## src/wake_ctrl_pkg_unused_guard.sv

```systemverilog
`timescale 1ns/10ps

```

## src/wake_ctrl_pkg.sv

```systemverilog
package wake_ctrl_pkg;

  // --------------------------------------------------------------------
  // register map (printed offsets are indexes, byte address is 4x)
  // --------------------------------------------------------------------
  localparam int unsigned ADDR_W = 8;
  localparam logic [ADDR_W-1:0] IDX_CONTROL = 8'h17;
  localparam logic [ADDR_W-1:0] IDX_PAT_LOW = 8'h18;
  localparam logic [ADDR_W-1:0] IDX_PAT_HIGH = 8'h19;
  localparam logic [ADDR_W-1:0] IDX_IRQ_STATUS = 8'h30;
  localparam logic [ADDR_W-1:0] IDX_IRQ_MASK = 8'h31;
  localparam logic [ADDR_W-1:0] ADDR_CONTROL = 8'h5c;
  localparam logic [ADDR_W-1:0] ADDR_PAT_LOW = 8'h60;
  localparam logic [ADDR_W-1:0] ADDR_PAT_HIGH = 8'h64;
  localparam logic [ADDR_W-1:0] ADDR_IRQ_STATUS = 8'hc0;
  localparam logic [ADDR_W-1:0] ADDR_IRQ_MASK = 8'hc4;

  // --------------------------------------------------------------------
  // control register fields and reset values
  // --------------------------------------------------------------------
  localparam int unsigned POS_PAR_WAKE = 6;
  localparam int unsigned POS_UNIT_SEL = 5;
  localparam int unsigned POS_LEVEL_SEL = 4;
  localparam int unsigned POS_PAR_LEVEL = 3;
  localparam int unsigned POS_CRIT_HI = 2;
  localparam logic [6:0] CONTROL_RESET = 7'h04;
  localparam logic [7:0] PATTERN_RESET = 8'h00;
  localparam logic [2:0] IRQ_RESET = 3'h0;

  // interrupt status bits
  localparam int unsigned IRQ_IMMEDIATE = 0;
  localparam int unsigned IRQ_BAD_CRIT = 1;
  localparam int unsigned IRQ_SHORT_COUNT = 2;
  localparam int unsigned IRQ_W = 3;

  // external processing codes
  localparam logic [1:0] EXT_SYNC_ONLY = 2'h1;
  localparam logic [1:0] EXT_RSSI_ONLY = 2'h2;

  // count limits
  localparam int unsigned COUNT_W = 7;
  localparam logic [6:0] PAT_MIN_COUNT = 7'h11;
  localparam logic [6:0] COUNT_ZERO = 7'h00;

  // --------------------------------------------------------------------
  // wake criterion codes
  // --------------------------------------------------------------------
  typedef enum logic [2:0] {
    CRIT_PATTERN = 3'h0,
    CRIT_RANDOM = 3'h1,
    CRIT_EQUAL = 3'h2,
    CRIT_SYNC = 3'h3,
    CRIT_RSSI = 3'h4,
    CRIT_SIGREC = 3'h5,
    CRIT_UNUSED6 = 3'h6,
    CRIT_UNUSED7 = 3'h7
  } crit_e;

  // effective configuration handed to the detectors
  typedef struct packed {
    logic [2:0] criterion;
    logic crit_valid;
    logic data_crit;
    logic level_crit;
    logic par_level_en;
    logic extra_level_sigrec;
    logic par_wake_en;
    logic unit_bits;
    logic count_in_chips;
    logic count_used;
    logic pattern_count_ok;
    logic [15:0] pattern;
  } wake_cfg_s;

  typedef struct packed {
    logic psel;
    logic penable;
    logic pwrite;
    logic [ADDR_W-1:0] paddr;
    logic [31:0] pwdata;
  } apb_req_s;

endpackage : wake_ctrl_pkg

```

## src/wake_criterion_control.sv

```systemverilog
// Local design decision: the APB interface to the registers.
`timescale 1ns/10ps
// Summary of operation
// [RQ1] control bit 6 turns parallel wake-up on; reset off
// [RQ2] software enables parallel wake only when both configurations share modulation
// [RQ3] control bit 5 picks pattern unit: 0 chips, 1 bits; reset chips
// [RQ4] control bit 4 picks extra level criterion: 0 strength, 1 recognition
// [RQ5] external processing 10 forces signal strength as extra level criterion
// [RQ6] control bit 3 adds parallel level criterion to a data criterion
// [RQ7] parallel level option is ultrafast fall-back, same in constant on-off
// [RQ8] criterion codes: 0-3 data, 4-5 level, 6-7 unused
// [RQ9] external processing 01 maps codes 0,1,2 to symbol sync
// [RQ10] symbol sync criterion ignores the wake count setting
// [RQ11] external processing 10 forces signal strength criterion; reset code 4
// [RQ12] low pattern byte gives pattern positions 7..0
// [RQ13] high pattern byte gives positions 15..8; both reset zero
// [RQ14] pattern mode needs count of at least 17, zero never wakes
// [RQ15] random or equal bits with zero count wake at symbol sync
// [RQ16] count is in chips only in pattern chip mode, else bits
// [RQ17] bit 7 writes ignored; unused criterion codes never wake
// [RQ18] field changes apply at next evaluation with no commit step
module wake_criterion_control
  import wake_ctrl_pkg::*;
(
  input wire logic i_clk, // 40 MHz system clock
  input wire logic i_sys_rst, // synchronous reset, active high
  input wire logic i_clk_en, // freezes all state while low
  input wire logic i_psel, // apb select
  input wire logic i_penable, // apb access phase
  input wire logic i_pwrite, // apb direction, 1 write
  input wire logic [wake_ctrl_pkg::ADDR_W-1:0] i_paddr, // apb byte address
  input wire logic [31:0] i_pwdata, // apb write data
  output logic [31:0] o_prdata, // apb read data
  output logic o_pready, // apb ready
  output logic o_pslverr, // apb error, unmapped address
  input wire logic [1:0] i_ext_proc, // channel external processing select
  input wire logic [6:0] i_count_limit, // wake count limit setting
  input wire logic i_sym_sync, // pulse: symbol sync found
  output wake_ctrl_pkg::wake_cfg_s o_cfg, // effective wake configuration
  output logic o_immediate_wake, // pulse: zero-count data wake
  output logic o_irq // level interrupt
);
  import wake_ctrl_pkg::*;

  // ------------------------------------------------------------------
  // bus decode
  // ------------------------------------------------------------------
  apb_req_s req;
  logic [6:0] control_q;
  logic [7:0] pat_low_q;
  logic [7:0] pat_high_q;
  logic [IRQ_W-1:0] status_q;
  logic [IRQ_W-1:0] status_d;
  logic [IRQ_W-1:0] mask_q;
  logic [31:0] prdata_q;
  logic [31:0] rdata_mux;
  logic pslverr_q;
  wake_cfg_s cfg_q;
  wake_cfg_s cfg_d;
  logic immediate_q;

  assign req = '{psel: i_psel, penable: i_penable, pwrite: i_pwrite,
                 paddr: i_paddr, pwdata: i_pwdata};

  wire setup_rd = req.psel & ~req.penable & ~req.pwrite;
  wire setup = req.psel & ~req.penable;
  wire access_wr = req.psel & req.penable & req.pwrite;
  wire hit_ctrl = (req.paddr == ADDR_CONTROL);
  wire hit_low = (req.paddr == ADDR_PAT_LOW);
  wire hit_high = (req.paddr == ADDR_PAT_HIGH);
  wire hit_stat = (req.paddr == ADDR_IRQ_STATUS);
  wire hit_mask = (req.paddr == ADDR_IRQ_MASK);
  wire hit_any = hit_ctrl | hit_low | hit_high | hit_stat | hit_mask;
  wire wr_ctrl = access_wr & hit_ctrl;
  wire wr_low = access_wr & hit_low;
  wire wr_high = access_wr & hit_high;
  wire wr_stat = access_wr & hit_stat;
  wire wr_mask = access_wr & hit_mask;

  assign rdata_mux = hit_ctrl ? {25'h0, control_q} :
                     hit_low ? {24'h0, pat_low_q} :
                     hit_high ? {24'h0, pat_high_q} :
                     hit_stat ? {29'h0, status_q} :
                     hit_mask ? {29'h0, mask_q} : 32'h0;

  // zero wait states: read data and error settle during setup
  assign o_pready = 1'b1;
  assign o_prdata = prdata_q;
  assign o_pslverr = pslverr_q & req.psel & req.penable;

  // ------------------------------------------------------------------
  // criterion resolution
  // ------------------------------------------------------------------
  wire [2:0] crit_raw = control_q[POS_CRIT_HI:0];
  wire ext_rssi = (i_ext_proc == EXT_RSSI_ONLY);
  wire ext_sync = (i_ext_proc == EXT_SYNC_ONLY);
  wire raw_low_data = (crit_raw == CRIT_PATTERN) |
                      (crit_raw == CRIT_RANDOM) |
                      (crit_raw == CRIT_EQUAL);
  wire [2:0] crit_eff = ext_rssi ? CRIT_RSSI : // see [RQ11]
                        (ext_sync & raw_low_data) ? CRIT_SYNC : // see [RQ9]
                        crit_raw;
  wire is_data = (crit_eff == CRIT_PATTERN) | (crit_eff == CRIT_RANDOM) |
                 (crit_eff == CRIT_EQUAL) | (crit_eff == CRIT_SYNC); // see [RQ8]
  wire is_level = (crit_eff == CRIT_RSSI) | (crit_eff == CRIT_SIGREC);
  wire is_pattern = (crit_eff == CRIT_PATTERN);
  wire zero_count_crit = (crit_eff == CRIT_RANDOM) |
                         (crit_eff == CRIT_EQUAL);
  wire count_zero = (i_count_limit == COUNT_ZERO);
  wire pat_count_ok = (i_count_limit >= PAT_MIN_COUNT); // see [RQ14]

  // parallel level is the ultrafast fall-back in every operating mode
  wire par_level = control_q[POS_PAR_LEVEL] & is_data; // see [RQ6] [RQ7]
  wire level_sel = ext_rssi ? 1'b0 : control_q[POS_LEVEL_SEL]; // see [RQ4] [RQ5]

  always_comb begin
    cfg_d.criterion = crit_eff;
    cfg_d.crit_valid = is_data | is_level; // see [RQ17]
    cfg_d.data_crit = is_data;
    cfg_d.level_crit = is_level;
    cfg_d.par_level_en = par_level;
    cfg_d.extra_level_sigrec = level_sel;
    cfg_d.par_wake_en = control_q[POS_PAR_WAKE]; // see [RQ1]
    cfg_d.unit_bits = control_q[POS_UNIT_SEL]; // see [RQ3]
    cfg_d.count_in_chips = is_pattern & ~control_q[POS_UNIT_SEL]; // see [RQ16]
    cfg_d.count_used = is_data & (crit_eff != CRIT_SYNC); // see [RQ10]
    cfg_d.pattern_count_ok = is_pattern & pat_count_ok; // see [RQ14]
    cfg_d.pattern = {pat_high_q, pat_low_q}; // see [RQ12] [RQ13]
  end

  wire immediate_ev = i_sym_sync & zero_count_crit & count_zero; // see [RQ15]
  wire bad_crit_ev = wr_ctrl &
                     (i_pwdata[POS_CRIT_HI:0] == CRIT_UNUSED6 |
                      i_pwdata[POS_CRIT_HI:0] == CRIT_UNUSED7);
  wire short_ev = i_sym_sync & is_pattern & ~pat_count_ok;

  // ------------------------------------------------------------------
  // interrupt status: set wins over write-one-to-clear
  // ------------------------------------------------------------------
  wire [IRQ_W-1:0] events = {short_ev, bad_crit_ev, immediate_ev};
  wire [IRQ_W-1:0] clr = wr_stat ? i_pwdata[IRQ_W-1:0] : '0;
  assign status_d = (status_q & ~clr) | events;
  assign o_irq = |(status_q & mask_q);

  // ------------------------------------------------------------------
  // registers
  // ------------------------------------------------------------------
  always_ff @(posedge i_clk) begin
    if (i_sys_rst) begin
      control_q <= CONTROL_RESET;
      pat_low_q <= PATTERN_RESET;
      pat_high_q <= PATTERN_RESET;
    end else if (i_clk_en) begin
      // bit 7 is not stored, writes to it vanish
      if (wr_ctrl) control_q <= i_pwdata[6:0]; // see [RQ17] [RQ18]
      if (wr_low) pat_low_q <= i_pwdata[7:0]; // see [RQ12]
      if (wr_high) pat_high_q <= i_pwdata[7:0]; // see [RQ13]
    end
  end

  always_ff @(posedge i_clk) begin
    if (i_sys_rst) begin
      status_q <= IRQ_RESET;
      mask_q <= IRQ_RESET;
      prdata_q <= 32'h0;
      pslverr_q <= 1'b0;
    end else if (i_clk_en) begin
      status_q <= status_d;
      if (wr_mask) mask_q <= i_pwdata[IRQ_W-1:0];
      if (setup_rd) prdata_q <= rdata_mux;
      if (setup) pslverr_q <= ~hit_any;
    end
  end

  always_ff @(posedge i_clk) begin
    if (i_sys_rst) begin
      cfg_q <= '0;
      immediate_q <= 1'b0;
    end else if (i_clk_en) begin
      cfg_q <= cfg_d; // see [RQ18]
      immediate_q <= immediate_ev;
    end
  end

  assign o_cfg = cfg_q;
  assign o_immediate_wake = immediate_q;

endmodule : wake_criterion_control

```

## config.mk

```make
export PLATFORM = sky130hd
export DESIGN_NAME = wake_criterion_control
export DESIGN_NICKNAME = d
export VERILOG_FILES = /design/src/wake_ctrl_pkg_unused_guard.sv /design/src/wake_ctrl_pkg.sv /design/src/wake_criterion_control.sv
export SDC_FILE = /design/constraint.sdc
export NUM_CORES = 1
export LEC_CHECK = 0
export BUFFER_PORTS_ARGS = -buffer_cell sky130_fd_sc_hd__buf_2
export CAP_MARGIN = 20
export CORE_MARGIN = 5
export CORE_UTILIZATION = 32
export DETAILED_ROUTE_END_ITERATION = 8
export GPL_ROUTABILITY_DRIVEN = 0
export PLACE_DENSITY = 0.61
export SLEW_MARGIN = 20
export SYNTH_ARGS = -nofsm -noshare
export SYNTH_HDL_FRONTEND = slang
export SYNTH_SLANG_ARGS = --single-unit
```

## constraint.sdc

```tcl
create_clock -name i_clk -period 3.95 [get_ports i_clk]
set_input_delay 0.79 -clock i_clk [delete_from_list [all_inputs] [get_ports i_clk]]
set_output_delay 0.79 -clock i_clk [all_outputs]
set_load 0.02 [all_outputs]
```

==> results.cfg <==
[clocking]
cts_max_level = 3
cts_buffers = 9
post_cts_buffers = 0
clock_latency_ns = 0.34
cts_sinks = 68
path_clk_slew_ns = 0.07
cts-resized-gates = 0
clock_path_buffers = 2
cts-root-buf = clkbuf_8
tritoncts = built
cts_hold_buf = 0

[logic_synthesis]
ys.flop_type = dfxtp_1
seq_area_frac_synth_pct = 43.9
async_flop_share_pct = 0
ys_warn_count = 0
synth.avg_cell_area_sq_um = 9.36
synth_cells = 331
ys_types = 47
synth_edf_count = 0
synth_area_sq_um = 3100
synth_seq_cells = 68

[worst_hold_path]
min_path_type = reg -> reg
min_path_cells = 2
min_to = o_immediate_wake$_SDFFE_PP0P_
hold_path_startpoint = o_immediate_wake$_SDFFE_PP0P_

[timing]
setup_slack_ns = 1.75
finClkSkew_ns = 0.0107
slew_violations = 0
hold_slack_ns = 0.448
slew_headroom_pct = 57.5
rsz0062_at_grt = false
period_needed_ns = 2.20
max_freq_mhz = 454
worst_pin_slew_ns = 0.638
final.setup.tns_ns = 0
setup_violations = 0
hold_violations = 0
post-route-period-util_pct = 55.8

[worst_setup_path]
cpPeakStageDelay_ns = 0.61
crit_fanout = 13
worstRegToRegCells = 4
crit_required_ns = 4.15
crit_chain = buf_2, and4bb_1, and4b_1, mux2i_1, nor2_1
worstPathArrival_ns = 2.41
worstSetupPathType = in -> reg
r2r_setup_slack_ns = 2.73
cp_slowest_cell = and4b_1
r2r-end = status_q[0]$_SDFFE_PP0P_
end_kind = flop
r2r_start = control_q[2]$_SDFFE_PP1P_
crit_path_start_kind = input pin

[place]
dp_slack_ns = 1.40
place.port_buffers = 71
dpl_cell_area_sq_um = 3450
dp_hpwl_um = 5510
dp.cells = 516

[detailed_routing]
wl_met3_um = 595
ant_nets = 0
via_count = 2494
wl_met2_um = 3560
firstDrtPassIters = 4
drt_iter0_drc = 149
drc = 0
avgRoutedWirePerCell_um = 14.4
routed_wl_um = 7640
vias_per_cell = 4.69
wl_met1_um = 3420
maxUsedRoutingLayer = met4

[die]
dieArea_sq_um = 11800
core_sq_um = 9590
rows = 36
initial_core_util_pct = 32.3
die_x_um = 108
num_io_pins = 121
die_h_um = 108

[grt]
grt.total_usage_pct = 13.1
overflow = 0
grt_pass1_vias = 2417
antenna_found_initial = 0
grt_pass1_wl_um = 12100
grt_max_degree = 61

[finish]
fillers = 980
finish.utilization_pct = 38.0
antenna_cells = 0
area_delta_synth_final_pct = 17.8
mostFrequentLayoutCell = buf_2
fin_area_sq_um = 3650
final_net_count = 450
final_cell_mix = 71 x buf_2, 68 x dfxtp_1, 55 x nor2_1
layout-drive-gt1-share_pct = 24.8
stdcell_count = 532

[power_and_ir_drop]
vdd_ir_drop_max_mv = 0.175
cellLeakagePower_nw = 1.70
finalPower_mw = 1.38
power.density_nw_per_um2 = 379

[status]
outcome = completed

[run]
max-cap-violations = 0
==> kinds of logic after synthesis <==
group | synth area share (%)
compound gates | 10.9
buf+inv | 9.73
flops | 43.9
mux | 16.0
other cells | 0.242
simple gates | 19.2
==> worst max path at each step <==
stage,from,end,slack [ns],cells past startpoint
after global routing,i_clk_en,status_q[0]$_SDFFE_PP0P_,1.65,6
after detailed placement,i_paddr[4],pat_low_q[2]$_SDFFE_PP0P_,1.40,5
after floorplan,i_paddr[1],pat_low_q[6]$_SDFFE_PP0P_,2.10,5
final,i_paddr[4],pat_low_q[4]$_SDFFE_PP0P_,1.75,5
after CTS,i_paddr[4],pat_low_q[2]$_SDFFE_PP0P_,1.75,5
after global placement,i_paddr[4],pat_low_q[0]$_SDFFE_PP0P_,1.42,5
==> critical path, delay by kind of cell <==
kind | cells | cell delay (ns)
mux | 1 | 0.25
simple gates | 3 | 1.23
buf+inv | 1 | 0.12
==> report_power, final <==
group / switching [mW] / internal, mW / total, mW
logic: 0.0758 / 0.0311 / 0.107
clock network: 0.260 / 0.324 / 0.584
registers: 0.00282 / 0.690 / 0.693
==> state kept, by name, summed over array words and instances (netlist names) <==
name              flops
o_cfg                29
pat_low_q             8
pslverr_q             1
mask_q                3
control_q             7
status_q              3
o_immediate_wake      1
pat_high_q            8
o_prdata              8
==> Yosys cell counts, drive strengths merged, types with 3 or more instances <==
cell type   n  share of area (%)
a21oi      16                2.6
a221oi      4                1.1
a31oi       4               0.81
a32oi       3               0.85
and2        4               0.89
buf        35                8.0
clkbuf     11                1.3
dfxtp      68                 44
inv         3               0.36
mux2        5                1.8
mux2i      44                 14
nand2      15                1.8
nand2b     11                2.2
nand3       4               0.65
nand4       4                1.0
nor2       55                6.7
o21ai      10                1.6
o2bb2ai     3               0.85
==> layer usage <==
layer  up-vias  global-route usage (%)
met2        87                    21.1
met4         0                    3.43
met5         -                       0
met1      1164                    17.0
li1       1236                       -
met3         7                    4.12
==> layout make-up <==
type                            count  area [sq um]  share of cell area, %
Clock inverter                      4          47.5                   1.30
Tap cell                          133           166                   4.56
Multi-Input combinational cell    237          1520                   41.7
Sequential cell                    68          1360                   37.3
Timing Repair Buffer               75           385                   10.6
Clock buffer                       12           155                   4.25
Inverter                            3          11.3                  0.309
No activity file was read; power rests on OpenSTA's default activity.
